### config.mk
export PLATFORM = sky130hd
export DESIGN_NAME = hip_axis_ctrl
export DESIGN_NICKNAME = d
export VERILOG_FILES = /design/src/hip_pkg.sv /design/src/hip_sync.sv /design/src/hip_axis_ctrl.sv
export SDC_FILE = /design/constraint.sdc
export NUM_CORES = 2
export LEC_CHECK = 0
export BUFFER_PORTS_ARGS = -buffer_cell sky130_fd_sc_hd__buf_2
export CAP_MARGIN = 40
export CORE_MARGIN = 2
export CORE_UTILIZATION = 45
export DETAILED_ROUTE_END_ITERATION = 8
export GPL_TIMING_DRIVEN = 1
export SETUP_SLACK_MARGIN = 0.05
export SLEW_MARGIN = 10
export SYNTH_ARGS = -nofsm -noshare
export SYNTH_HDL_FRONTEND = slang
export SYNTH_HIERARCHICAL = 1
export SYNTH_SLANG_ARGS = --single-unit
### constraint.sdc
create_clock -name clk_i -period 10.4 [get_ports clk_i]
set_input_delay 1.04 -clock clk_i [delete_from_list [all_inputs] [get_ports clk_i]]
set_output_delay 1.04 -clock clk_i [all_outputs]
set_load 0.01 [all_outputs]
### src/hip_pkg.sv
package hip_pkg;

	// drive time base: clock rate and the 1 ms tick
	localparam int unsigned CLK_PERIOD_NS = 8;
	localparam int unsigned MS_NS         = 1000000;
	localparam int unsigned MS_CYCLES     = (MS_NS + CLK_PERIOD_NS - 1) / CLK_PERIOD_NS;

	// operating mode selection codes
	localparam logic [7:0] MODE_HOMING = 8'h06;
	localparam logic [7:0] MODE_INTERP = 8'h07;

	// control and status bit positions
	localparam int unsigned CTRL_GO_BIT    = 4;
	localparam int unsigned CTRL_HALT_BIT  = 8;
	localparam int unsigned ST_REACHED_BIT = 10;
	localparam int unsigned ST_ACTIVE_BIT  = 12;
	localparam int unsigned ST_ERROR_BIT   = 13;
	localparam int unsigned ST_REJECT_BIT  = 16;

	// register byte offsets, one aligned word each
	localparam logic [7:0] OFS_CTRL     = 8'h00;
	localparam logic [7:0] OFS_MODE     = 8'h04;
	localparam logic [7:0] OFS_STATUS   = 8'h08;
	localparam logic [7:0] OFS_METHOD   = 8'h0c;
	localparam logic [7:0] OFS_HOME_OFS = 8'h10;
	localparam logic [7:0] OFS_SPD_SW   = 8'h14;
	localparam logic [7:0] OFS_SPD_IDX  = 8'h18;
	localparam logic [7:0] OFS_HOM_ACC  = 8'h1c;
	localparam logic [7:0] OFS_BLK_CUR  = 8'h20;
	localparam logic [7:0] OFS_BLK_MS   = 8'h24;
	localparam logic [7:0] OFS_IP_MS    = 8'h28;
	localparam logic [7:0] OFS_BUF_EN   = 8'h2c;
	localparam logic [7:0] OFS_IP_TGT   = 8'h30;
	localparam logic [7:0] OFS_PROF_VEL = 8'h34;
	localparam logic [7:0] OFS_PROF_DEC = 8'h38;
	localparam logic [7:0] OFS_MAX_DEC  = 8'h3c;
	localparam logic [7:0] OFS_HALT_OPT = 8'h40;
	localparam logic [7:0] OFS_FE_WIN   = 8'h44;
	localparam logic [7:0] OFS_FE_MS    = 8'h48;
	localparam logic [7:0] OFS_POS_ACT  = 8'h4c;
	localparam logic [7:0] OFS_POS_DEM  = 8'h50;
	localparam logic [7:0] OFS_IP_ACC   = 8'h54;

	// reset values
	localparam logic [31:0] RST_ZERO      = 32'h0000_0000;
	localparam logic [31:0] RST_PERIOD_MS = 32'h0000_0001;
	localparam logic [31:0] RST_FE_WIN    = 32'h0000_0100;
	localparam logic [31:0] RST_FE_MS     = 32'h0000_000a;

	// method number landmarks
	localparam logic [7:0] M_IDX_LAST   = 8'h0e;
	localparam logic [7:0] M_NOIDX_LO   = 8'h11;
	localparam logic [7:0] M_NOIDX_HI   = 8'h1e;
	localparam logic [7:0] M_NOIDX_SHFT = 8'h10;
	localparam logic [7:0] M_NEXT_NEG   = 8'h21;
	localparam logic [7:0] M_NEXT_POS   = 8'h22;
	localparam logic [7:0] M_HERE       = 8'h23;

	// what the search references to
	typedef enum logic [2:0] {K_LIMIT, K_HOME_L, K_HOME_R, K_INDEX, K_HERE} hip_kind_t;

	typedef struct packed {
		logic      valid;
		logic      block;
		logic      use_idx;
		hip_kind_t kind;
		logic      lim_pos;
		logic      lim_neg;
		logic      dir_pos;
	} hip_meth_t;

	// decode a signed method number into travel profile and reference kind
	function automatic hip_meth_t hip_decode(input logic [7:0] m);
		hip_meth_t  d;
		logic [7:0] a;
		logic [7:0] b;
		d = '0;
		a = m[7] ? 8'(-m) : m;
		b = (a >= M_NOIDX_LO && a <= M_NOIDX_HI) ? 8'(a - M_NOIDX_SHFT) : a;
		d.block   = m[7];
		d.use_idx = (a <= M_IDX_LAST) || (a == M_NEXT_NEG) || (a == M_NEXT_POS);
		if (m[7])
			d.valid = (a <= M_NOIDX_HI) && (b inside {8'h01, 8'h02, [8'h07:8'h0e]});
		else
			d.valid = a inside {[8'h01:M_IDX_LAST], [M_NOIDX_LO:M_NOIDX_HI], [M_NEXT_NEG:M_HERE]};
		case (b)
			8'h01, 8'h02: d.kind = K_LIMIT;
			8'h03, 8'h04, 8'h07, 8'h08, 8'h0b, 8'h0c: d.kind = K_HOME_L;
			8'h05, 8'h06, 8'h09, 8'h0a, 8'h0d, 8'h0e: d.kind = K_HOME_R;
			M_NEXT_NEG, M_NEXT_POS: d.kind = K_INDEX;
			default: d.kind = K_HERE;
		endcase
		d.dir_pos = (b == 8'h02) || (b == M_NEXT_POS);
		d.lim_pos = b inside {[8'h07:8'h0a]};
		d.lim_neg = b inside {[8'h0b:8'h0e]};
		return d;
	endfunction : hip_decode

	// byte-lane merge for wishbone writes
	function automatic logic [31:0] hip_merge(input logic [31:0] old_v, input logic [31:0] new_v,
		input logic [3:0] sel);
		logic [31:0] r;
		r = old_v;
		for (int i = 0; i < 4; i++)
			if (sel[i])
				r[i*8 +: 8] = new_v[i*8 +: 8];
		return r;
	endfunction : hip_merge

endpackage : hip_pkg

### src/hip_sync.sv
// two-flop synchroniser bank for pin inputs
module hip_sync #(
	parameter int unsigned W = 4
) (
	// clock and reset
	input  wire logic         clk_i,
	input  wire logic         rst_i,
	// asynchronous in, synchronised out
	input  wire logic [W-1:0] d_i,
	output logic      [W-1:0] q_o
);

	logic [W-1:0] meta_r;

	// one chain per bit; the first stage feeds only the second
	for (genvar g = 0; g < W; g++)
	begin : g_bit
		always_ff @(posedge clk_i)
		begin
			if (rst_i)
			begin
				meta_r[g] <= 1'b0;
				q_o[g]    <= 1'b0;
			end
			else
			begin
				meta_r[g] <= d_i[g];
				q_o[g]    <= meta_r[g];
			end
		end
	end

endmodule : hip_sync

### src/hip_axis_ctrl.sv
// Behaviour
// - control bit 4 starts, clearing aborts search
// - status bits 13,12,10 encode search progress
// - bit 12 set after the latest search completed
// - bit 12 cleared while searching, on error
// - home offset placed between zero and reference
// - switch speed, then index speed
// - block is current over threshold, then dwell
// - index used by 1-14,33,34; not 17-30
// - negative method searches mechanical block instead
// - block search only in closed loop
// - block methods are -1,-2,-7..-14,-17,-18,-23..-30
// - 33/34 next index; 35 present position
// - method 35 runs without operation enabled
// - method 1 negative limit, 2 positive limit
// - 3/4 left edge, 5/6 right edge
// - 7-10 positive limit, 11-14 negative limit
// - interpolation runs only while bit 4 set
// - halt bit ramps down or brakes to standstill
// - bit 10 reached target, or halted standstill
// - bit 12 shows interpolation running
// - bit 13 following error after window timeout
// - linear path to target over period
// - sync paces segments once network operational
//
// Design decisions made here: the Wishbone interface to the registers and the address map.
module hip_axis_ctrl #(
	parameter int unsigned MS_CYCLES = hip_pkg::MS_CYCLES
) (
	// clock and reset
	input  wire logic        clk_i,
	input  wire logic        rst_i,
	// wishbone classic slave
	input  wire logic        wb_cyc_i,
	input  wire logic        wb_stb_i,
	input  wire logic        wb_we_i,
	input  wire logic [7:0]  wb_adr_i,
	input  wire logic [3:0]  wb_sel_i,
	input  wire logic [31:0] wb_dat_i,
	output logic      [31:0] wb_dat_o,
	output logic             wb_ack_o,
	// switch and encoder pins, asynchronous
	input  wire logic        lim_neg_i,
	input  wire logic        lim_pos_i,
	input  wire logic        home_sw_i,
	input  wire logic        index_i,
	// drive-internal signals on this clock
	input  wire logic [31:0] pos_raw_i,
	input  wire logic [31:0] vel_act_i,
	input  wire logic [15:0] cur_act_i,
	input  wire logic        closed_loop_i,
	input  wire logic        op_enabled_i,
	input  wire logic        sync_i,
	input  wire logic        nmt_oper_i,
	// motion outputs
	output logic      [31:0] vel_cmd_o,
	output logic      [31:0] pos_demand_o,
	output logic      [31:0] pos_actual_o,
	output logic      [31:0] status_o
);

	if (MS_CYCLES < 2)
	begin : g_bad_ms
		$error("MS_CYCLES must be at least 2");
	end

	typedef enum {H_IDLE, H_SEEK, H_BLOCK, H_INDEX, H_DONE, H_ERR} hip_hstate_t;

	logic [31:0] ctrl_r, mode_r, method_r, home_ofs_r, spd_sw_r, spd_idx_r, hom_acc_r;
	logic [31:0] blk_cur_r, blk_ms_r, ip_ms_r, buf_en_r, ip_tgt_r, prof_vel_r, prof_dec_r;
	logic [31:0] max_dec_r, halt_opt_r, fe_win_r, fe_ms_r, ip_acc_r, rd_nxt;
	logic [31:0] ms_cnt_r, zero_r, vel_r, vel_tgt, vel_rate, demand_r, seg_end_r, diff_r;
	logic [31:0] seg_ms_r, budget_r, blk_cnt_r, fe_cnt_r, fe_dev, status_nxt;
	logic [33:0] rem_r;
	logic [3:0]  pins_s;
	logic        ack_r, wr, ms_tick, go, halt, hom_mode, ip_mode, ip_run, sync_ok;
	logic        go_d_r, idx_d_r, home_d_r, homed_r, reject_r, tgt_new_r, fe_r, dir_r;
	logic        lim_n, lim_p, home_s, idx_s, idx_rise, block_hit, lim_here, home_edge;
	logic        edge_ok, step_up, step_dn, tgt_wr;
	hip_hstate_t hst_r;
	hip_pkg::hip_meth_t meth_r, meth_new;

	hip_sync #(
		.W   (4)
	) u_sync (
		.clk_i (clk_i),
		.rst_i (rst_i),
		.d_i   ({index_i, home_sw_i, lim_pos_i, lim_neg_i}),
		.q_o   (pins_s)
	);

	assign {idx_s, home_s, lim_p, lim_n} = pins_s;
	assign go       = ctrl_r[hip_pkg::CTRL_GO_BIT];
	assign halt     = ctrl_r[hip_pkg::CTRL_HALT_BIT];
	assign hom_mode = mode_r[7:0] == hip_pkg::MODE_HOMING;
	assign ip_mode  = mode_r[7:0] == hip_pkg::MODE_INTERP;
	assign ip_run   = ip_mode && go && op_enabled_i;
	assign sync_ok  = sync_i && nmt_oper_i && ip_run;
	assign meth_new = hip_pkg::hip_decode(method_r[7:0]);
	assign idx_rise = idx_s && !idx_d_r;
	assign block_hit = cur_act_i > blk_cur_r[15:0];
	assign lim_here = dir_r ? lim_p : lim_n;
	assign home_edge = home_s != home_d_r;
	// moving positive a rising home level is the left edge, moving negative it is the right
	assign edge_ok  = home_edge && ((dir_r == home_s) == (meth_r.kind == hip_pkg::K_HOME_L));
	assign pos_actual_o = pos_raw_i - zero_r;
	assign pos_demand_o = demand_r;
	assign vel_cmd_o    = vel_r;
	assign status_o     = status_nxt;

	// classic wishbone: ack one cycle after the strobe, writes land on the ack edge
	assign wr       = wb_cyc_i && wb_stb_i && wb_we_i && ack_r;
	assign wb_ack_o = ack_r;
	assign tgt_wr   = wr && (wb_adr_i == hip_pkg::OFS_IP_TGT) && buf_en_r[0];

	always_ff @(posedge clk_i)
	begin
		if (rst_i)
		begin
			ack_r    <= 1'b0;
			wb_dat_o <= hip_pkg::RST_ZERO;
		end
		else
		begin
			ack_r    <= wb_cyc_i && wb_stb_i && !ack_r;
			wb_dat_o <= rd_nxt;
		end
	end

	// read decode; unmapped words answer with zero
	always_comb
	begin
		case ({wb_adr_i[7:2], 2'b00})
			hip_pkg::OFS_CTRL:     rd_nxt = ctrl_r;
			hip_pkg::OFS_MODE:     rd_nxt = mode_r;
			hip_pkg::OFS_STATUS:   rd_nxt = status_nxt;
			hip_pkg::OFS_METHOD:   rd_nxt = method_r;
			hip_pkg::OFS_HOME_OFS: rd_nxt = home_ofs_r;
			hip_pkg::OFS_SPD_SW:   rd_nxt = spd_sw_r;
			hip_pkg::OFS_SPD_IDX:  rd_nxt = spd_idx_r;
			hip_pkg::OFS_HOM_ACC:  rd_nxt = hom_acc_r;
			hip_pkg::OFS_BLK_CUR:  rd_nxt = blk_cur_r;
			hip_pkg::OFS_BLK_MS:   rd_nxt = blk_ms_r;
			hip_pkg::OFS_IP_MS:    rd_nxt = ip_ms_r;
			hip_pkg::OFS_BUF_EN:   rd_nxt = buf_en_r;
			hip_pkg::OFS_IP_TGT:   rd_nxt = ip_tgt_r;
			hip_pkg::OFS_PROF_VEL: rd_nxt = prof_vel_r;
			hip_pkg::OFS_PROF_DEC: rd_nxt = prof_dec_r;
			hip_pkg::OFS_MAX_DEC:  rd_nxt = max_dec_r;
			hip_pkg::OFS_HALT_OPT: rd_nxt = halt_opt_r;
			hip_pkg::OFS_FE_WIN:   rd_nxt = fe_win_r;
			hip_pkg::OFS_FE_MS:    rd_nxt = fe_ms_r;
			hip_pkg::OFS_POS_ACT:  rd_nxt = pos_actual_o;
			hip_pkg::OFS_POS_DEM:  rd_nxt = demand_r;
			hip_pkg::OFS_IP_ACC:   rd_nxt = ip_acc_r;
			default:               rd_nxt = hip_pkg::RST_ZERO;
		endcase
	end

	// software-written configuration
	always_ff @(posedge clk_i)
	begin
		if (rst_i)
		begin
			{ctrl_r, mode_r, method_r, home_ofs_r, spd_sw_r, spd_idx_r} <= {6{hip_pkg::RST_ZERO}};
			{hom_acc_r, blk_cur_r, blk_ms_r, buf_en_r, ip_tgt_r} <= {5{hip_pkg::RST_ZERO}};
			{prof_vel_r, prof_dec_r, max_dec_r, halt_opt_r, ip_acc_r} <= {5{hip_pkg::RST_ZERO}};
			ip_ms_r  <= hip_pkg::RST_PERIOD_MS;
			fe_win_r <= hip_pkg::RST_FE_WIN;
			fe_ms_r  <= hip_pkg::RST_FE_MS;
		end
		else if (wr)
		begin
			case (wb_adr_i)
				hip_pkg::OFS_CTRL:     ctrl_r     <= hip_pkg::hip_merge(ctrl_r, wb_dat_i, wb_sel_i);
				hip_pkg::OFS_MODE:     mode_r     <= hip_pkg::hip_merge(mode_r, wb_dat_i, wb_sel_i);
				hip_pkg::OFS_METHOD:   method_r   <= hip_pkg::hip_merge(method_r, wb_dat_i, wb_sel_i);
				hip_pkg::OFS_HOME_OFS: home_ofs_r <= hip_pkg::hip_merge(home_ofs_r, wb_dat_i, wb_sel_i);
				hip_pkg::OFS_SPD_SW:   spd_sw_r   <= hip_pkg::hip_merge(spd_sw_r, wb_dat_i, wb_sel_i);
				hip_pkg::OFS_SPD_IDX:  spd_idx_r  <= hip_pkg::hip_merge(spd_idx_r, wb_dat_i, wb_sel_i);
				hip_pkg::OFS_HOM_ACC:  hom_acc_r  <= hip_pkg::hip_merge(hom_acc_r, wb_dat_i, wb_sel_i);
				hip_pkg::OFS_BLK_CUR:  blk_cur_r  <= hip_pkg::hip_merge(blk_cur_r, wb_dat_i, wb_sel_i);
				hip_pkg::OFS_BLK_MS:   blk_ms_r   <= hip_pkg::hip_merge(blk_ms_r, wb_dat_i, wb_sel_i);
				hip_pkg::OFS_IP_MS:    ip_ms_r    <= hip_pkg::hip_merge(ip_ms_r, wb_dat_i, wb_sel_i);
				hip_pkg::OFS_BUF_EN:   buf_en_r   <= hip_pkg::hip_merge(buf_en_r, wb_dat_i, wb_sel_i);
				hip_pkg::OFS_IP_TGT:   if (buf_en_r[0])
					ip_tgt_r <= hip_pkg::hip_merge(ip_tgt_r, wb_dat_i, wb_sel_i);
				hip_pkg::OFS_PROF_VEL: prof_vel_r <= hip_pkg::hip_merge(prof_vel_r, wb_dat_i, wb_sel_i);
				hip_pkg::OFS_PROF_DEC: prof_dec_r <= hip_pkg::hip_merge(prof_dec_r, wb_dat_i, wb_sel_i);
				hip_pkg::OFS_MAX_DEC:  max_dec_r  <= hip_pkg::hip_merge(max_dec_r, wb_dat_i, wb_sel_i);
				hip_pkg::OFS_HALT_OPT: halt_opt_r <= hip_pkg::hip_merge(halt_opt_r, wb_dat_i, wb_sel_i);
				hip_pkg::OFS_FE_WIN:   fe_win_r   <= hip_pkg::hip_merge(fe_win_r, wb_dat_i, wb_sel_i);
				hip_pkg::OFS_FE_MS:    fe_ms_r    <= hip_pkg::hip_merge(fe_ms_r, wb_dat_i, wb_sel_i);
				hip_pkg::OFS_IP_ACC:   ip_acc_r   <= hip_pkg::hip_merge(ip_acc_r, wb_dat_i, wb_sel_i);
				default: ;
			endcase
		end
	end

	// 1 ms time base and edge history
	assign ms_tick = ms_cnt_r == 32'(MS_CYCLES - 1);
	always_ff @(posedge clk_i)
	begin
		if (rst_i)
		begin
			ms_cnt_r <= hip_pkg::RST_ZERO;
			{go_d_r, idx_d_r, home_d_r} <= 3'h0;
		end
		else
		begin
			ms_cnt_r <= ms_tick ? hip_pkg::RST_ZERO : ms_cnt_r + 32'h1;
			{go_d_r, idx_d_r, home_d_r} <= {go, idx_s, home_s};
		end
	end

	// reference search sequencer
	always_ff @(posedge clk_i)
	begin
		if (rst_i)
		begin
			hst_r     <= H_IDLE;
			meth_r    <= '0;
			dir_r     <= 1'b0;
			homed_r   <= 1'b0;
			reject_r  <= 1'b0;
			zero_r    <= hip_pkg::RST_ZERO;
			blk_cnt_r <= hip_pkg::RST_ZERO;
		end
		else if (hst_r != H_IDLE && (!go || !hom_mode))
			hst_r <= H_IDLE;
		else
		begin
			case (hst_r)
				H_IDLE:
					if (hom_mode && go && !go_d_r)
					begin
						meth_r <= meth_new;
						if (!meth_new.valid || (meth_new.block && !closed_loop_i))
							reject_r <= 1'b1;
						else if (meth_new.kind == hip_pkg::K_HERE)
						begin
							reject_r <= 1'b0;
							zero_r   <= pos_raw_i - home_ofs_r;
							homed_r  <= 1'b1;
							hst_r    <= H_DONE;
						end
						else if (!op_enabled_i)
							reject_r <= 1'b1;
						else
						begin
							reject_r <= 1'b0;
							homed_r  <= 1'b0;
							case (meth_new.kind)
								hip_pkg::K_HOME_L: dir_r <= !home_s;
								hip_pkg::K_HOME_R: dir_r <= home_s;
								default:           dir_r <= meth_new.dir_pos;
							endcase
							hst_r <= (meth_new.kind == hip_pkg::K_INDEX) ? H_INDEX : H_SEEK;
						end
					end
				H_SEEK:
					if (!op_enabled_i)
						hst_r <= H_ERR;
					else if (meth_r.kind == hip_pkg::K_LIMIT)
					begin
						if (meth_r.block ? block_hit : lim_here)
						begin
							blk_cnt_r <= hip_pkg::RST_ZERO;
							dir_r     <= !dir_r;                  // index lies back off the stop
							hst_r     <= meth_r.block ? H_BLOCK : (meth_r.use_idx ? H_INDEX : H_DONE);
						end
					end
					else if (edge_ok)
						hst_r <= meth_r.use_idx ? H_INDEX : H_DONE;
					else if (meth_r.block ? block_hit : lim_here)
					begin
						// reverse at the considered stop, any other stop is an error
						if ((dir_r && meth_r.lim_pos) || (!dir_r && meth_r.lim_neg))
							dir_r <= !dir_r;
						else
							hst_r <= H_ERR;
					end
				H_BLOCK:
					if (ms_tick)
					begin
						blk_cnt_r <= blk_cnt_r + 32'h1;
						if (blk_cnt_r + 32'h1 >= blk_ms_r)
							hst_r <= meth_r.use_idx ? H_INDEX : H_DONE;
					end
				H_INDEX:
					if (!op_enabled_i || (!meth_r.block && lim_here))
						hst_r <= H_ERR;
					else if (idx_rise)
						hst_r <= H_DONE;
				default: ;
			endcase
			if (hst_r != H_DONE && hst_r != H_ERR && hst_r != H_IDLE)
			begin
				if (hst_r == H_INDEX && idx_rise && op_enabled_i)
				begin
					zero_r  <= pos_raw_i - home_ofs_r;
					homed_r <= 1'b1;
				end
				else if (hst_r != H_INDEX && !meth_r.use_idx && edge_ok && meth_r.kind != hip_pkg::K_LIMIT)
				begin
					zero_r  <= pos_raw_i - home_ofs_r;
					homed_r <= 1'b1;
				end
				else if (hst_r == H_SEEK && !meth_r.use_idx && !meth_r.block && lim_here
					&& meth_r.kind == hip_pkg::K_LIMIT)
				begin
					zero_r  <= pos_raw_i - home_ofs_r;
					homed_r <= 1'b1;
				end
				else if (hst_r == H_BLOCK && !meth_r.use_idx && ms_tick && blk_cnt_r + 32'h1 >= blk_ms_r)
				begin
					zero_r  <= pos_raw_i - home_ofs_r;
					homed_r <= 1'b1;
				end
				if (!op_enabled_i)
					homed_r <= 1'b0;
			end
			if (hst_r == H_ERR)
				homed_r <= 1'b0;
		end
	end

	// speed target and ramp rate for the active mode
	always_comb
	begin
		vel_tgt  = hip_pkg::RST_ZERO;
		vel_rate = hom_acc_r;
		if (hom_mode && (hst_r == H_SEEK || hst_r == H_BLOCK))
			vel_tgt = dir_r ? spd_sw_r : 32'(-spd_sw_r);
		else if (hom_mode && hst_r == H_INDEX)
			vel_tgt = dir_r ? spd_idx_r : 32'(-spd_idx_r);
		else if (ip_mode)
		begin
			vel_tgt  = (ip_run && !halt) ? prof_vel_r : hip_pkg::RST_ZERO;
			vel_rate = (ip_run && !halt) ? ip_acc_r : ((halt_opt_r == hip_pkg::RST_ZERO) ?
				prof_dec_r : max_dec_r);
		end
	end

	// velocity ramp, one rate step per millisecond
	always_ff @(posedge clk_i)
	begin
		if (rst_i)
			vel_r <= hip_pkg::RST_ZERO;
		else if (ms_tick)
		begin
			if ($signed(vel_r) < $signed(vel_tgt))
				vel_r <= ($signed(vel_tgt - vel_r) > $signed(vel_rate)) ? vel_r + vel_rate : vel_tgt;
			else
				vel_r <= ($signed(vel_r - vel_tgt) > $signed(vel_rate)) ? vel_r - vel_rate : vel_tgt;
		end
	end

	// linear interpolation: the remainder gains the segment length every ms and
	// is drained one count per clock, so a segment can move at most MS_CYCLES-1 counts per ms
	assign step_up = !ms_tick && budget_r != 32'h0 && $signed(rem_r) >= $signed({2'b00, ip_ms_r});
	assign step_dn = !ms_tick && budget_r != 32'h0 && $signed(rem_r) <= -$signed({2'b00, ip_ms_r});
	always_ff @(posedge clk_i)
	begin
		if (rst_i || !ip_run)
		begin
			demand_r  <= rst_i ? hip_pkg::RST_ZERO : pos_actual_o;
			seg_end_r <= rst_i ? hip_pkg::RST_ZERO : pos_actual_o;
			diff_r    <= hip_pkg::RST_ZERO;
			seg_ms_r  <= hip_pkg::RST_ZERO;
			rem_r     <= 34'h0;
			budget_r  <= hip_pkg::RST_ZERO;
		end
		else
		begin
			if (sync_ok)
			begin
				seg_end_r <= ip_tgt_r;
				diff_r    <= ip_tgt_r - seg_end_r;
				seg_ms_r  <= hip_pkg::RST_ZERO;
			end
			if (ms_tick)
			begin
				budget_r <= vel_r[31] ? 32'(-vel_r) : vel_r;      // speed cap follows the ramp
				if (seg_ms_r < ip_ms_r && !sync_ok)
				begin
					rem_r    <= rem_r + {{2{diff_r[31]}}, diff_r};
					seg_ms_r <= seg_ms_r + 32'h1;
				end
			end
			else if (step_up)
			begin
				rem_r    <= rem_r - {2'b00, ip_ms_r};
				demand_r <= demand_r + 32'h1;
				budget_r <= budget_r - 32'h1;
			end
			else if (step_dn)
			begin
				rem_r    <= rem_r + {2'b00, ip_ms_r};
				demand_r <= demand_r - 32'h1;
				budget_r <= budget_r - 32'h1;
			end
		end
	end

	// new-target flag: a write in the consuming cycle keeps it set
	always_ff @(posedge clk_i)
	begin
		if (rst_i)
			tgt_new_r <= 1'b0;
		else if (tgt_wr)
			tgt_new_r <= 1'b1;
		else if (sync_ok)
			tgt_new_r <= 1'b0;
	end

	// following error watch, closed loop only
	assign fe_dev = demand_r - pos_actual_o;
	always_ff @(posedge clk_i)
	begin
		if (rst_i)
		begin
			fe_cnt_r <= hip_pkg::RST_ZERO;
			fe_r     <= 1'b0;
		end
		else if (closed_loop_i && ip_run && ((fe_dev[31] ? 32'(-fe_dev) : fe_dev) > fe_win_r))
		begin
			if (ms_tick && fe_cnt_r <= fe_ms_r)
				fe_cnt_r <= fe_cnt_r + 32'h1;
			if (fe_cnt_r > fe_ms_r)
				fe_r <= 1'b1;
		end
		else
		begin
			fe_cnt_r <= hip_pkg::RST_ZERO;
			fe_r     <= 1'b0;
		end
	end

	// status word for the active mode
	always_comb
	begin
		status_nxt = hip_pkg::RST_ZERO;
		status_nxt[hip_pkg::ST_REJECT_BIT] = reject_r;
		if (hom_mode)
		begin
			case (hst_r)
				H_IDLE:
				begin
					status_nxt[hip_pkg::ST_ACTIVE_BIT]  = homed_r;
					status_nxt[hip_pkg::ST_REACHED_BIT] = !homed_r;
				end
				H_DONE:
				begin
					status_nxt[hip_pkg::ST_ACTIVE_BIT]  = homed_r;
					status_nxt[hip_pkg::ST_REACHED_BIT] = vel_r == hip_pkg::RST_ZERO;
				end
				H_ERR:
				begin
					status_nxt[hip_pkg::ST_ERROR_BIT]   = 1'b1;
					status_nxt[hip_pkg::ST_REACHED_BIT] = vel_act_i == hip_pkg::RST_ZERO;
				end
				default: ;
			endcase
		end
		else if (ip_mode)
		begin
			status_nxt[hip_pkg::ST_ACTIVE_BIT] = ip_run;
			status_nxt[hip_pkg::ST_ERROR_BIT]  = fe_r;
			status_nxt[hip_pkg::ST_REACHED_BIT] = halt ? (vel_r == hip_pkg::RST_ZERO) :
				(demand_r == ip_tgt_r && !tgt_new_r);
		end
	end

endmodule : hip_axis_ctrl

==> summary.txt <==
CTS
  • CTS tree: done
  • Clock-pin slew on the worst setup and hold paths: 0.06 ns
  • CTS max path bufs: 3
  • Post-CTS sizing: 0
  • Worst skew pair latency: slightly above 0.8 ns
  • Post-CTS Hold Fix Bufs: 0
  • Clock root buffer: clkbuf_16
  • Post-CTS Repair Setup Buffers: 0
  • H-tree level count: 3
  • Num CTS Buffers: roughly 120
  • CTS sink count: a little over 1000

Synthesis
  • Top area cells in the synthesized netlist: dfxtp_1, ha_1, mux2i_1, nor2_1, a21oi_1
  • Area leader, netlist: dfxtp_1
  • Mapped Cells: between 9000 and 10000
  • Async S/R FF share, synth: 0%
  • Share of the synthesized area in the top cell type: 26.6%
  • Predominant post-synthesis flop cell: dfxtp_1
  • Sequential area share after synthesis: 29.2%
  • Yosys reg bits: about 1000
  • Synth Cell Area: ~72000 sq um
  • Post-synth EDFFs: 64
  • Yosys warns: 6
  • Avg Synthesized Cell Area: slightly below 8 sq um
  • Yosys cell types: 95

Layout
  • Largest register FFs: 34
  • Layout area overhead: 11.7%
  • Fin cells: roughly 12000
  • Commonest cells after routing, fill and taps aside: nor2_1, dfxtp_1, nand2_1, a21oi_1, ha_1
  • Share of cells above drive strength 1: under 10%
  • Final Core Density: about half
  • Final net count: between 10000 and 15000
  • Top reg by flops: rem_r
  • Fill count: about 15000
  • Most common cell after layout, fill and taps aside: nor2_1
  • Finished Cell Area: slightly above 80000 sq um

Setup path
  • Worst path max stage delay: about 0.61 ns
  • Reg2reg path depth: 35
  • Critical path data arrival time: 10.02 ns
  • R2r setup slk: between 1 and 1.5 ns
  • Data required, critical path: 11.11 ns
  • R2R Path Start: hst_r[0]
  • Top cell by count, worst path: o21ai_0
  • CP max FO: 30
  • CP Launch Type: flop
  • Reg2reg end: vel_cmd_o[16]
  • CP max-delay cell: and2_1
  • CP endpoint kind: flop
  • Path type of the worst setup path: reg -> reg

Routing
  • WL final: 314000 um
  • Iter 0 DRT Violations: approximately 9300
  • Vias post-DR: slightly above 70000
  • Vias per cell: 6.25
  • DRT Pass-1 Iters: 8
  • ANT nets after route: 0
  • WL per Instance: 27.3 um
  • Remaining DRCs: 0

Min path
  • Hold crit path type: reg -> reg
  • Hold EP: u_sync/q_o[3]
  • Worst Hold Depth: 1
  • HP Start: u_sync/meta_r[3]

Global routing
  • Tot GR Track Use: 36.8%
  • Vias in the first global route: ~66000
  • Gr ovfl total: 0
  • Initial antenna violation count: 26
  • Largest net degree at the start of global routing: 152
  • First-pass GRT wire length: around 450000 um

Place
  • Buffers on Ports: between 200 and 300
  • Inst Count DP: ~11000
  • Area after DPL: about 76000 sq um
  • Setup Slack @ Placement: about 0.83 ns
  • Detail Placement HPWL: roughly 240000 um
  • Gpl congestion: around 1

STA
  • Min cycle time layout: approximately 9.3 ns
  • RSZ-0062 raised after global routing: false
  • Relative slew slack: between 30% and 40%
  • Final hold violation count: 0
  • Max Slew Vio Count: 0
  • Tcrit/Tclk final: between 80% and 90%
  • Max Freq: around 0.11 GHz
  • Slew @ Worst Pin: approximately 1.0 ns
  • Setup TNS Final: 0 ns
  • # setup viols final: 0
  • Worst hold margin: approximately 0.44 ns
  • Worst Skew: just over 0.04 ns
  • Setup ws final: about 1.1 ns

Outcome
  • Outcome: finished, final reports clean

Die
  • Core Region: 159000 sq um
  • Chip Height: 404 um
  • Num rows: around 150
  • IO Pins: roughly 300
  • Initial Util: 45.4%
  • Die area: 164000 sq um
  • Die X: just over 400 um

Power
  • Gate power share: 13.4%
  • Seq pwr share: 40.2%
  • Sw Share: about 28%
  • Power Internal: around 7.2 mW
  • Clk pwr share: a little under half
  • Power Density: roughly 120 nW/um^2
  • Static leakage: about 32 nW
  • Peak supply drop: around 0.15 mV
  • Psw: around 2.8 mW
  • Tot Pwr: 10.0 mW

Job
  • Maxcap violations: 0
==> power groups by stage <==
stage               Combinational [mW]  Clock (mW)  Sequential, mW
floorplan                        0.872           0            4.09
CTS                               1.31        4.65            4.02
global route                      1.45        4.79            4.02
finish                            1.34        4.63            4.02
global placement                  1.29           0            4.10
detailed placement                1.30           0            4.10
==> logic make-up (layout without fill, tap and decap cells) <==
kind of cell	after synthesis	count (layout)	synth area share, %
and+or+nand+nor	3139	3139	19.7
AOI/OAI and AO/OA	2316	2316	20.7
DFF	1021	1021	29.2
buffers and inverters	1007	1208	5.42
adders and majority gates	607	607	10.6
xor gates and xnor gates	590	590	7.16
muxes	511	511	7.12
other	1	45	0.00520
==> Yosys cell counts, types with 16 or more instances <==
library cell,count
a211o_1,19
a211oi_1,105
a21boi_0,22
a21o_1,233
a21oi_1,800
a221o_1,16
a221oi_1,118
a22o_1,73
a22oi_1,149
a31oi_1,53
and2_1,43
and3_1,91
buf_1,32
buf_4,31
clkbuf_1,435
dfxtp_1,957
edfxtp_1,64
ha_1,596
inv_1,503
mux2i_1,505
nand2_1,939
nand2b_1,75
nand3_1,201
nand3b_1,30
nand4_1,143
nor2_1,1126
nor2b_1,81
nor3_1,194
nor4_1,69
o211ai_1,33
o21a_1,79
o21ai_0,343
o21bai_1,48
o221ai_1,27
o22ai_1,40
o31ai_1,27
or2_2,29
or3_1,52
or4_1,16
xnor2_1,417
xor2_1,173
==> critical path, delay by kind of cell (launching register included) <==
family	cells	cell delay, ns
xor gates and xnor gates	1	0.16
muxes	1	0.32
AOI/OAI and AO/OA	18	4.31
buffers and inverters	2	0.51
adders and majority gates	2	0.71
and+or+nand+nor	11	2.74
DFF	1	0.44
==> cell type report <==
type                       instances  area, sq um  area share [%]
antenna                           17         42.5          0.0528
tap                             2072         2590            3.22
multi-input combinational       7191        47600            59.0
timing repair buffer             479         3130            3.89
sequential                      1021        21100            26.2
clock buffer                     169         3560            4.41
inverter                         503         1890            2.34
clock inverter                    57          714           0.887
==> worst max-delay path by stage <==
stage / from / endpoint / slack, ns / cells past startpoint
2_1_floorplan: pos_raw_i[0] / fe_cnt_r[10] / 1.82 / 42
3_3_place_gp: pos_raw_i[0] / fe_cnt_r[26] / 1.07 / 44
3_5_place_dp: pos_raw_i[0] / fe_cnt_r[15] / 0.83 / 44
4_1_cts: mode_r[3] / vel_cmd_o[16] / 1.31 / 35
5_1_grt: hst_r[0] / vel_cmd_o[16] / 0.10 / 35
6_report: hst_r[0] / vel_cmd_o[16] / 1.10 / 35
==> metal layers <==
layer / up-vias / part of all wire (%) / GRT usage [%]
li1: 32833 / - / -
met1: 34461 / 42 / 49.6
met2: 3841 / 42 / 54.7
met3: 798 / 10 / 8.78
met4: 16 / 5.7 / 18.6
met5: - / 0.037 / 0
Note: power is estimated with default switching activity, not from simulation.
